$ cat config.mk
export PLATFORM = sky130hd
export DESIGN_NAME = mac_phy_interface_clocking
export DESIGN_NICKNAME = d
export VERILOG_FILES = /design/src/rtl/mac_phy_interface_clocking.v /design/src/rtl/mgmt_serial.v
export VERILOG_INCLUDE_DIRS = /design/src /design/src/rtl
export SDC_FILE = /design/constraint.sdc
export NUM_CORES = 1
export LEC_CHECK = 0
export BUFFER_PORTS_ARGS = -buffer_cell sky130_fd_sc_hd__buf_2
export CORE_MARGIN = 1
export CORE_UTILIZATION = 53
export CTS_BUF_LIST = sky130_fd_sc_hd__clkbuf_8 sky130_fd_sc_hd__clkbuf_16
export DETAILED_ROUTE_END_ITERATION = 6
export PLACE_DENSITY = 0.75
export RECOVER_POWER = 25
export SLEW_MARGIN = 0
export SYNTH_ARGS = -nofsm -noshare
export SYNTH_HDL_FRONTEND = slang
export SYNTH_SLANG_ARGS = --single-unit
$ cat constraint.sdc
create_clock -name clk -period 5.75 [get_ports clk]
set_input_delay 1.15 -clock clk [delete_from_list [all_inputs] [get_ports clk]]
set_output_delay 1.15 -clock clk [all_outputs]
set_load 0.02 [all_outputs]
$ cat src/rtl/mac_phy_map.vh
// constants for the phy interface and clocking block
`ifndef MAC_PHY_MAP_VH
`define MAC_PHY_MAP_VH
// interface select encodings
`define IF_MII            2'h0
`define IF_RMII           2'h1
`define IF_GMII           2'h2
`define IF_RGMII          2'h3
// speed encodings
`define SPD_10            2'h0
`define SPD_100           2'h1
`define SPD_1000          2'h2
// reference divider settings and reset value
`define REF_DIV_GMII      3'h2
`define REF_DIV_RGMII     3'h5
`define REF_DIV_RESET     3'h2
// management frame layout
`define MG_PRE_BITS       6'h20
`define MG_FRAME_BITS     6'h20
`define MG_DATA_FIRST     6'h10
`define MG_TA_BIT         6'h0E
// default management divider
`define MG_DIV_RESET      8'h28
// cycles counted after reset release before select pins are caught
`define SEL_SETTLE        2'h3
`endif

$ cat src/rtl/mac_phy_interface_clocking.v
// phy interface selection, clock sourcing and mii signalling of the mac
`timescale 1ns/100ps
`include "mac_phy_map.vh"
module mac_phy_interface_clocking
(
  input  wire        clk,
  input  wire        rst,
  input  wire [1:0]  phy_if_select_pins,
  input  wire [2:0]  refDivSetting,
  input  wire        halfDuplex,
  input  wire [1:0]  linkSpeed,
  input  wire        mii_transmit_clock_in,
  input  wire        mii_receive_clock_in,
  input  wire        txValid,
  input  wire [7:0]  txByte,
  input  wire        txLast,
  input  wire        txUnderflow,
  output wire        txReady,
  output reg  [3:0]  transmit_nibble,
  output reg         transmit_enable_out,
  output reg  [7:0]  gmiiTxData,
  output reg         gmiiTxEnable,
  output reg  [3:0]  rgmiiTxData,
  output reg         gigabit_transmit_clock_out,
  output reg         rgmiiRefClock,
  input  wire [3:0]  receive_nibble,
  input  wire        receive_valid_in,
  input  wire        receive_error_in,
  input  wire [3:0]  rgmiiRxData,
  output reg  [7:0]  rxByte,
  output reg         rxByteValid,
  output reg         rxError,
  output reg  [1:0]  rgmiiRxSpeed,
  input  wire        collision_in,
  input  wire        carrier_sense_in,
  output reg         collisionSeen,
  output reg         carrierSeen,
  output reg  [1:0]  activeIf,
  input  wire [7:0]  management_clock_divider,
  input  wire        mgmtStart,
  input  wire        mgmtRead,
  input  wire [4:0]  mgmtPhyAddr,
  input  wire [4:0]  mgmtRegAddr,
  input  wire [15:0] mgmtWrData,
  output wire        mgmtBusy,
  output wire [15:0] mgmtRdData,
  output wire        management_clock_out,
  output wire        mgmtDataOut,
  output wire        mgmtDataOe,
  input  wire        mgmtDataIn
);
  // ==========================================
  // interface select caught once after reset
  reg  [1:0]  settle_r;
  reg         selDone_r;
  always @(posedge clk)
  begin
    if (rst)
    begin
      settle_r  <= 2'h0;
      selDone_r <= 1'b0;
      activeIf  <= `IF_MII;
    end
    else if (!selDone_r)
    begin
      settle_r <= settle_r + 2'h1;
      if (settle_r == `SEL_SETTLE)
      begin
        selDone_r <= 1'b1;
        activeIf  <= phy_if_select_pins;
      end
    end
  end
  wire isMii   = selDone_r && (activeIf == `IF_MII || activeIf == `IF_GMII) &&
                 !(activeIf == `IF_GMII && linkSpeed == `SPD_1000);
  wire isGig   = selDone_r && activeIf == `IF_GMII && linkSpeed == `SPD_1000;
  wire isRgmii = selDone_r && activeIf == `IF_RGMII;

  // ==========================================
  // reference divider: stopped in reset, ticks at /2 or /5 from clk, clocks toggle per tick so run at /4 or /10
  reg  [2:0]  refCnt_r;
  reg         refTick_r;
  always @(posedge clk)
  begin
    if (rst)
    begin
      refCnt_r  <= 3'h0;
      refTick_r <= 1'b0;
      gigabit_transmit_clock_out <= 1'b0;
      rgmiiRefClock <= 1'b0;
    end
    else
    begin
      refTick_r <= 1'b0;
      if (refCnt_r >= refDivSetting - 3'h1)
      begin
        refCnt_r  <= 3'h0;
        refTick_r <= 1'b1;
      end
      else
        refCnt_r <= refCnt_r + 3'h1;
      if (refTick_r)
      begin
        gigabit_transmit_clock_out <= isGig ? ~gigabit_transmit_clock_out : 1'b0;
        rgmiiRefClock <= isRgmii ? ~rgmiiRefClock : 1'b0;
      end
    end
  end

  // ==========================================
  // pin synchronisers, three stages, second and third must agree for collision and carrier sense
  reg  [2:0]  txcS_r;
  reg  [2:0]  rxcS_r;
  reg  [2:0]  colS_r;
  reg  [2:0]  crsS_r;
  always @(posedge clk)
  begin
    if (rst)
    begin
      txcS_r <= 3'h0;
      rxcS_r <= 3'h0;
      colS_r <= 3'h0;
      crsS_r <= 3'h0;
      collisionSeen <= 1'b0;
      carrierSeen   <= 1'b0;
    end
    else
    begin
      txcS_r <= {txcS_r[1:0], mii_transmit_clock_in};
      rxcS_r <= {rxcS_r[1:0], mii_receive_clock_in};
      colS_r <= {colS_r[1:0], collision_in};
      crsS_r <= {crsS_r[1:0], carrier_sense_in};
      if (colS_r[1] == colS_r[2])
        collisionSeen <= colS_r[2] & halfDuplex;
      if (crsS_r[1] == crsS_r[2])
        carrierSeen <= crsS_r[2] & halfDuplex;
    end
  end
  wire txRise = txcS_r[1] & ~txcS_r[2];
  wire rxRise = rxcS_r[1] & ~rxcS_r[2];
  wire rxFall = ~rxcS_r[1] & rxcS_r[2];

  // ==========================================
  // transmit: byte in, nibbles or whole bytes out, crc sent on mii only, uninverted on error
  reg  [31:0] crc_r;
  reg  [7:0]  hold_r;
  reg  [3:0]  txPh_r;
  reg         txBusy_r;
  reg         holdLast_r;
  reg         bad_r;
  wire        txStep = isGig ? refTick_r & gigabit_transmit_clock_out :
                       isRgmii ? refTick_r : (isMii ? txRise : 1'b0);
  assign txReady = txStep && (txPh_r == 4'h0) && !txBusy_r;
  function [31:0] crcByte;
    input [31:0] c;
    input [7:0]  d;
    integer i;
    reg [31:0] x;
    begin
      x = c;
      for (i = 0; i < 8; i = i + 1)
        x = (x[0] ^ d[i]) ? ({1'b0, x[31:1]} ^ 32'hEDB8_8320) : {1'b0, x[31:1]};
      crcByte = x;
    end
  endfunction
  wire [31:0] fcs = bad_r ? crc_r : ~crc_r;
  always @(posedge clk)
  begin
    if (rst)
    begin
      crc_r <= 32'hFFFF_FFFF;
      hold_r <= 8'h00;
      txPh_r <= 4'h0;
      txBusy_r <= 1'b0;
      holdLast_r <= 1'b0;
      bad_r <= 1'b0;
      transmit_nibble <= 4'h0;
      transmit_enable_out <= 1'b0;
      gmiiTxData <= 8'h00;
      gmiiTxEnable <= 1'b0;
      rgmiiTxData <= 4'h0;
    end
    else if (txStep)
    begin
      if (txReady && txValid)
      begin
        crc_r <= crcByte(crc_r, txByte);
        bad_r <= bad_r | txUnderflow;
        hold_r <= txByte;
        holdLast_r <= txLast;
      end
      if (!isMii)
      begin
        gmiiTxEnable <= isGig && txValid && txReady;
        gmiiTxData   <= txByte;
        rgmiiTxData  <= isRgmii ? txByte[3:0] : 4'h0;
      end
      else if (txPh_r == 4'h0 && txValid && !txBusy_r)
      begin
        transmit_nibble <= txByte[3:0];
        transmit_enable_out <= 1'b1;
        txPh_r <= 4'h1;
      end
      else if (txPh_r == 4'h1)
      begin
        transmit_nibble <= hold_r[7:4];
        txPh_r <= holdLast_r ? 4'h2 : 4'h0;
      end
      else if (txPh_r >= 4'h2)
      begin
        // eight nibbles of frame check, low first, phases 2 to 9
        transmit_nibble <= fcs[4*(txPh_r-4'h2) +: 4];
        txPh_r <= (txPh_r == 4'h9) ? 4'h0 : txPh_r + 4'h1;
        txBusy_r <= txPh_r != 4'h9;
        if (txPh_r == 4'h9)
        begin
          crc_r <= 32'hFFFF_FFFF;
          bad_r <= 1'b0;
        end
      end
      else
        transmit_enable_out <= 1'b0;
    end
  end

  // ==========================================
  // receive: nibble pairing, error gated by valid
  reg         rxHalf_r;
  reg  [3:0]  rxLow_r;
  always @(posedge clk)
  begin
    if (rst)
    begin
      rxHalf_r <= 1'b0;
      rxLow_r <= 4'h0;
      rxByte <= 8'h00;
      rxByteValid <= 1'b0;
      rxError <= 1'b0;
      rgmiiRxSpeed <= `SPD_10;
    end
    else
    begin
      rxByteValid <= 1'b0;
      if ((isMii || isGig) && rxRise)
      begin
        rxError <= receive_error_in & receive_valid_in;
        if (!receive_valid_in)
          rxHalf_r <= 1'b0;
        else if (!rxHalf_r)
        begin
          rxLow_r <= receive_nibble;
          rxHalf_r <= 1'b1;
        end
        else
        begin
          rxByte <= {receive_nibble, rxLow_r};
          rxByteValid <= 1'b1;
          rxHalf_r <= 1'b0;
        end
      end
      else if (isRgmii && rxRise)
        rxLow_r <= rgmiiRxData;
      else if (isRgmii && rxFall)
      begin
        if (receive_valid_in)
        begin
          rxByte <= {rgmiiRxData, rxLow_r};
          rxByteValid <= 1'b1;
        end
        else
          rgmiiRxSpeed <= rxLow_r[2:1];
      end
    end
  end

  // ==========================================
  // management port
  mgmt_serial u_mgmt
  (
    .clk       (clk),
    .rst       (rst),
    .divider   (management_clock_divider),
    .start     (mgmtStart),
    .isRead    (mgmtRead),
    .phyAddr   (mgmtPhyAddr),
    .regAddr   (mgmtRegAddr),
    .wrData    (mgmtWrData),
    .busy_r    (mgmtBusy),
    .rdData_r  (mgmtRdData),
    .mgmtClk_r (management_clock_out),
    .mdOut_r   (mgmtDataOut),
    .mdOe_r    (mgmtDataOe),
    .mdIn      (mgmtDataIn)
  );
endmodule

$ cat src/rtl/mgmt_serial.v
// management serial port: clock divider and frame shifter
`timescale 1ns/100ps
`include "mac_phy_map.vh"
module mgmt_serial
(
  input  wire        clk,
  input  wire        rst,
  input  wire [7:0]  divider,
  input  wire        start,
  input  wire        isRead,
  input  wire [4:0]  phyAddr,
  input  wire [4:0]  regAddr,
  input  wire [15:0] wrData,
  output reg         busy_r,
  output reg  [15:0] rdData_r,
  output reg         mgmtClk_r,
  output reg         mdOut_r,
  output reg         mdOe_r,
  input  wire        mdIn
);
  // ==========================================
  // divider: one tick per half period
  reg  [7:0]  divCnt_r;
  wire        halfTick = (divCnt_r == 8'h00);
  always @(posedge clk)
  begin
    if (rst || !busy_r)
      divCnt_r <= divider;
    else if (halfTick)
      divCnt_r <= divider;
    else
      divCnt_r <= divCnt_r - 8'h01;
  end

  // ==========================================
  // frame shifter
  reg         inPre_r;
  reg  [5:0]  bitCnt_r;
  reg  [31:0] shift_r;
  reg         readOp_r;
  reg  [2:0]  s1_r;
  reg  [2:0]  s2_r;
  reg         mdInSync;
  always @(posedge clk)
  begin
    if (rst)
    begin
      s1_r <= 3'h0;
    end
    else
    begin
      s1_r <= {s1_r[1:0], mdIn};
    end
  end
  always @*
  begin
    mdInSync = s1_r[2];
  end

  always @(posedge clk)
  begin
    if (rst)
    begin
      busy_r    <= 1'b0;
      mgmtClk_r <= 1'b0;
      mdOut_r   <= 1'b1;
      mdOe_r    <= 1'b0;
      inPre_r   <= 1'b0;
      bitCnt_r  <= 6'h00;
      shift_r   <= 32'h0000_0000;
      readOp_r  <= 1'b0;
      rdData_r  <= 16'h0000;
    end
    else if (!busy_r)
    begin
      mgmtClk_r <= 1'b0;
      mdOe_r    <= 1'b0;
      if (start)
      begin
        busy_r   <= 1'b1;
        inPre_r  <= 1'b1;
        bitCnt_r <= `MG_PRE_BITS - 6'h01;
        readOp_r <= isRead;
        shift_r  <= {2'b01, isRead ? 2'b10 : 2'b01, phyAddr, regAddr, 2'b10, wrData};
        mdOe_r   <= 1'b1;
        mdOut_r  <= 1'b1;
      end
    end
    else if (halfTick)
    begin
      mgmtClk_r <= ~mgmtClk_r;
      if (mgmtClk_r)
      begin
        // falling edge: take the read bit settled over a whole period, then present the next
        if (!inPre_r && readOp_r && bitCnt_r < `MG_DATA_FIRST)
          rdData_r <= {rdData_r[14:0], mdInSync};
        if (bitCnt_r == 6'h00)
        begin
          if (inPre_r)
          begin
            inPre_r  <= 1'b0;
            bitCnt_r <= `MG_FRAME_BITS - 6'h01;
            mdOut_r  <= shift_r[31];
            shift_r  <= {shift_r[30:0], 1'b0};
          end
          else
          begin
            busy_r <= 1'b0;
            mdOe_r <= 1'b0;
          end
        end
        else
        begin
          bitCnt_r <= bitCnt_r - 6'h01;
          if (!inPre_r)
          begin
            mdOut_r <= shift_r[31];
            shift_r <= {shift_r[30:0], 1'b0};
            // release the pin for the read data bits only, turnaround stays driven
            mdOe_r  <= !(readOp_r && bitCnt_r <= `MG_TA_BIT + 6'h02);
          end
        end
      end
    end
  end
endmodule

== Word level (Yosys, flattened, before mapping) ==
Cells that the tools add are included.

* Register bits: 178
* Bits in latches: 0
* RAM bits: 0
* Bits in read-only memories: 0
* Input port bits: 72
* Output and inout port bits: 57
* Logic and storage cells: 264
* Memories kept: 0

* Add/sub/neg operators: 7
* Multiply operators: 0
* Div/mod/pow operators: 0
* $lt $le $gt $ge: 4
* Equality and inequality tests: 22
* Shift operators: 1
* Muxes and demuxes: 98
* Bitwise operators: 39
* Reductions and logical operators: 52

{| class="wikitable"
|+ Operator list
! operator !! number
|-
| $mux W32 || 22
|-
| $not A13 Y14 || 8
|-
| $mux W8 || 8
|-
| $mux W1 || 48
|-
| $mux W4 || 12
|-
| $mux W6 || 6
|-
| $shiftx A32 B33 Y4 || 1
|-
| $not A32 Y32 || 1
|-
| $ne A2 B2 Y1 const B || 10
|-
| $reduce_and A4 Y1 || 5
|-
| $logic_and A1 B1 Y1 || 19
|-
| $reduce_and A5 Y1 || 3
|-
| $not A1 Y1 || 14
|-
| $ne A3 B3 Y1 const B || 3
|-
| $reduce_and A3 Y1 || 3
|-
| $eq A2 B2 Y1 const B || 4
|-
| $logic_not A8 Y1 || 1
|-
| $reduce_and A2 Y1 || 4
|-
| $sub A8 B1 Y8 const B || 1
|-
| $xor A1 B1 Y1 || 8
|-
| $and A1 B1 Y1 || 7
|-
| $le A6 B5 Y1 const B || 1
|-
| $logic_not A6 Y1 || 1
|-
| $lt A6 B5 Y1 const B || 1
|-
| other kinds (21) || 32
|}

== Logic depth before layout (Yosys ltp) ==
* Word-level depth: 22
* Depth in mapped cells: 9
* Gate-level depth less buffers: 8

== By module ==
Synthesis repeated with hierarchy kept, for this count alone.

* Cell total of the unflattened synthesis: 873
* Area total of the unflattened synthesis: 8519.4 µm²

{| class="wikitable"
|+ By module, submodules not included
! module !! times used !! cells an instance !! area an instance (µm²) !! sequential area each (µm²)
|-
| mac_phy_interface_clocking || 1 || 510 || 5122.4 || 2062.0
|-
| mgmt_serial || 1 || 363 || 3397.0 || 1421.4
|}

== Worst setup path after synthesis ==
OpenSTA, ideal clock, no wires.

* Path kind: input -> output
* From: input linkSpeed[0]
* To: output txReady
* Arrival: 2.150 ns
* Data required time: 4.600 ns
* Path slack: 2.450 ns
* Stages: 4
* Path buffers: 0
* Cell sequence: or3b_1 a21o_1 a21oi_1 and3_1

* Cells in the longest elaborated chain, start to end: 9
* Elaborated cells between the ends (all ways): 10
* Classes of those cells: 1 x eq/ne; 3 x mux; 6 x reduce/logical

{| class="wikitable"
|+ Ends and longest elaborated chain
! what !! line !! RTL
|-
| start: declaration || mac_phy_interface_clocking.v:11 || <nowiki>input wire [1:0] linkSpeed,</nowiki>
|-
| $eq A2 B2 Y1 (no line) * || - ||
|-
| $logic_and A1 B1 Y1 (no line) || - ||
|-
| $logic_not A1 Y1 || mac_phy_interface_clocking.v:75 || <nowiki>!(activeIf == `IF_GMII && linkSpeed == `SPD_1000);</nowiki>
|-
| $logic_and A1 B1 Y1 || mac_phy_interface_clocking.v:74 || <nowiki>wire isMii = selDone_r && (activeIf == `IF_MII || activeIf == `IF_GMII) &&</nowiki>
|-
| $mux W1 (2 in series) || mac_phy_interface_clocking.v:152 || <nowiki>isRgmii ? refTick_r : (isMii ? txRise : 1'b0);</nowiki>
|-
| $mux W1 * || mac_phy_interface_clocking.v:151 || <nowiki>wire txStep = isGig ? refTick_r & gigabit_transmit_clock_out :</nowiki>
|-
| $logic_and A1 B1 Y1 * (2 in series) || mac_phy_interface_clocking.v:153 || <nowiki>assign txReady = txStep && (txPh_r == 4'h0) && !txBusy_r;</nowiki>
|-
| end: declaration || mac_phy_interface_clocking.v:18 || <nowiki>output wire txReady,</nowiki>
|}

Every way passes the cells marked *; elsewhere a longest branch is shown, timed or not.

== Worst setup path after layout ==
Same ends and word-level chain as after synthesis.

==> flow_summary.ini <==
[run_status]
status = finished with violations
failed_checks = design-rule violations

[synthesis]
asyncSetResetFlopFracSynth = 0
synth_enable_flop_cells = 0
syn_area_per_cell_um2 = 9.472
synth_top_flop_cell = dfxtp_1
synth_most_common_cell = dfxtp_1
yosysWarningCount = 0
synthTopCellsByCount = 174 x dfxtp_1, 90 x nand2_1, 89 x nor2_1, 59 x mux2i_1
number_of_distinct_library_cells_after_synthesis = 61
synth.cell_area_mm2 = 0.008070
largest_cells_by_area_after_synthesis = dfxtp_1 43%, mux2i_1 7.3%, xnor2_1 4.8%, nand2_1 4.2%, nor2_1 4.1%
netlist.top_cell.by_area = dfxtp_1
synth.yosys.seq_area_share = 0.4316
synth.ff_latch_count = 174
syn-instance-count = 852
post-synth-top-area-fraction = 0.4316
synth.net_count = 936

[grt]
grt_util_all_layers = 0.2295
wire_length_of_the_first_global_routing_pass_um = 28880
grt_pass1_vias = 5856
antenna_found_initial = 0
grt-ovfl-total = 0
grt_max_degree = 101

[finish]
antenna_cells_inserted = 0
finalNetCount = 1036
fin_cells = 1147
flow.area_growth_from_synthesis_pct = 15.18
layout-drive-gt1-share = 0.1724

[floorplanning]
die_w_um = 125.4
design.die.area_mm2 = 0.01572
floorplan.rows = 44
die_h_um = 125.4
core-area_mm2 = 0.01470
ios = 129
initial_core_util = 0.5490

[placed_design]
gp_congestion = 0.8489
hpwlAfterDp_um = 12090
port_buffers = 128
dp_cells = 1117

[routing]
vias = 6318
ant_nets = 0
first_iter_violations = 433
avgViaCountPerCell = 5.508
drc_errors = 9
drt-total-wl_um = 17470
drt_first_pass_iters = 7
wl_per_cell_um = 15.23

[pwr]
total_power_mw = 2.687
vdd_drop_max_mv = 0.2475
pwr_density_cell_mw_per_mm2 = 289.0
power.leakage_nw = 3.812

[worst_hold_path]
worstHoldPathType = flip-flop to flip-flop

[critical_path]
critPathMaxStageDelay_ns = 0.40
critPathMaxFanout = 4
timing.critical_path.required_ns = 4.60
worst_path_max_delay_cell = or3b_1
crit_path_cell_trace = buf_2 -> or3b_1 -> a21o_1 -> a21oi_1 -> and3_1 -> buf_2
worst-endpoint-arrival_ns = 2.43
crit_path_frequent_cell = buf_2
criticalPathCategory = input port to output port
worstSetupStartpointType = input port
endpoint_kind = output port

[sta]
fmax_ghz = 0.2790
final_min_period_over_clock_period = 0.6234
final.min_clock_period_ns = 3.585
max-slew-margin-rel = 0.3130
worst-slew-pin-transition_ns = 1.030
tns_ns = 0
drv_slew = 0
timing.final.hold_violations = 0
fin_worst_skew_ns = 0.007005
setup_violations = 0
rsz0062_at_grt = false

[clock_network]
clockRootBuffer = clkbuf_16
clock_insertion_delay_worst_skew_ns = 0.43
cts.repair_timing.setup_buffer_count = 0
cts-resized-gates = 0
tritoncts.num_buffers = 17
cts_hold_buffers = 0
htree_levels = 4
cts_tree = built
clkSlewWorstSetupHoldPaths_ns = 0.06
cts_buffer_depth = 2
tritoncts_num_sinks = 174

[flow_run]
max_cap_viols = 0
-- critical path: cells and delay by family --
family | cells | cell delay (ns)
and+or+nand+nor | 2 | 0.61
buffers and inverters | 2 | 0.28
AOI/OAI and AO/OA | 2 | 0.39
-- path summary, 6_finish.rpt --
| kind | startpoint | slack, ns | to | cells after the start |
|---|---|---|---|---|
| worst max-delay path | linkSpeed[0] | 2.17 | txReady | 6 |
| worst min-delay path | txcS_r[0] | 0.44 | txcS_r[1] | 1 |
| worst max register to register | u_mgmt.divCnt_r[0] | 2.43 | u_mgmt.shift_r[19] | 8 |
| worst min register to register | txcS_r[0] | 0.44 | txcS_r[1] | 1 |
-- layer usage --
metal,up-vias,wire length [um],global-route usage
met5,-,0,0
met2,196,7832,0.3566
met1,2915,8153,0.3089
li1,3195,-,-
met3,12,1318,0.07060
met4,0,166,0.06241
-- cells by family (layout without fill, tap and decap cells) --
logic type	after synthesis	in the layout	share of synthesized area
buffers and inverters	74	185	0.03783
muxes	72	72	0.1025
and+or+nand+nor	274	274	0.1591
AOI/OAI and AO/OA	165	165	0.1429
DFF	174	174	0.4316
adders and majority gates	13	13	0.01984
xor gates and xnor gates	80	80	0.1062
-- per-stage QoR --
step	util	area, um^2	setup WS (ns)	hold slack [ns]
6_report	0.6324	9295	2.165	0.4377
4_1_cts	0.6349	9333	2.155	0.4418
3_5_place_dp	0.5974	8781	2.162	0.4297
3_3_place_gp	0.5974	8781	2.161	0.4180
5_1_grt	0.6324	9295	2.109	0.4625
2_1_floorplan	-	8070	2.450	0.4138
-- flip-flops by register name (all words and copies together), names as in the netlist, 4 cells and up --
signal,cells
crc_r,32
rxByte,8
rxLow_r,4
txPh_r,4
rgmiiTxData,4
gmiiTxData,8
u_mgmt.rdData_r,16
hold_r,4
transmit_nibble,4
u_mgmt.divCnt_r,8
u_mgmt.shift_r,32
u_mgmt.bitCnt_r,6
-- cell usage in the layout (no fill, tap or decap), types with 13 or more instances in the layout --
cell type and n:
dfxtp_1 173, buf_2 105, nand2_1 90, nor2_1 89, mux2i_1 59, xnor2_1 44, a21oi_1 44, a211oi_1 38
o211ai_1 28, xor2_1 24, clkbuf_1 23, inv_1 21, nor2b_1 21, nand2b_1 17, clkbuf_16 17, o21ai_0 13
-- power breakdown --
part / leakage [nW] / switching (mW) / internal [mW] / total (mW)
clock network: 0.280 / 0.446 / 0.629 / 1.08
registers: 1.42 / 0.0364 / 1.25 / 1.29
logic: 2.11 / 0.169 / 0.154 / 0.323
-- layout make-up --
type                       instances  area (um^2)
clock buffer                      21        480.5
clock inverter                     9        71.32
fill                            1263         5404
inverter                          18        67.56
multi-input combinational        604         4282
sequential                       174         3485
tap                              184        230.2
timing repair buffer             137        679.4
Power figures use the tool's default switching activity.
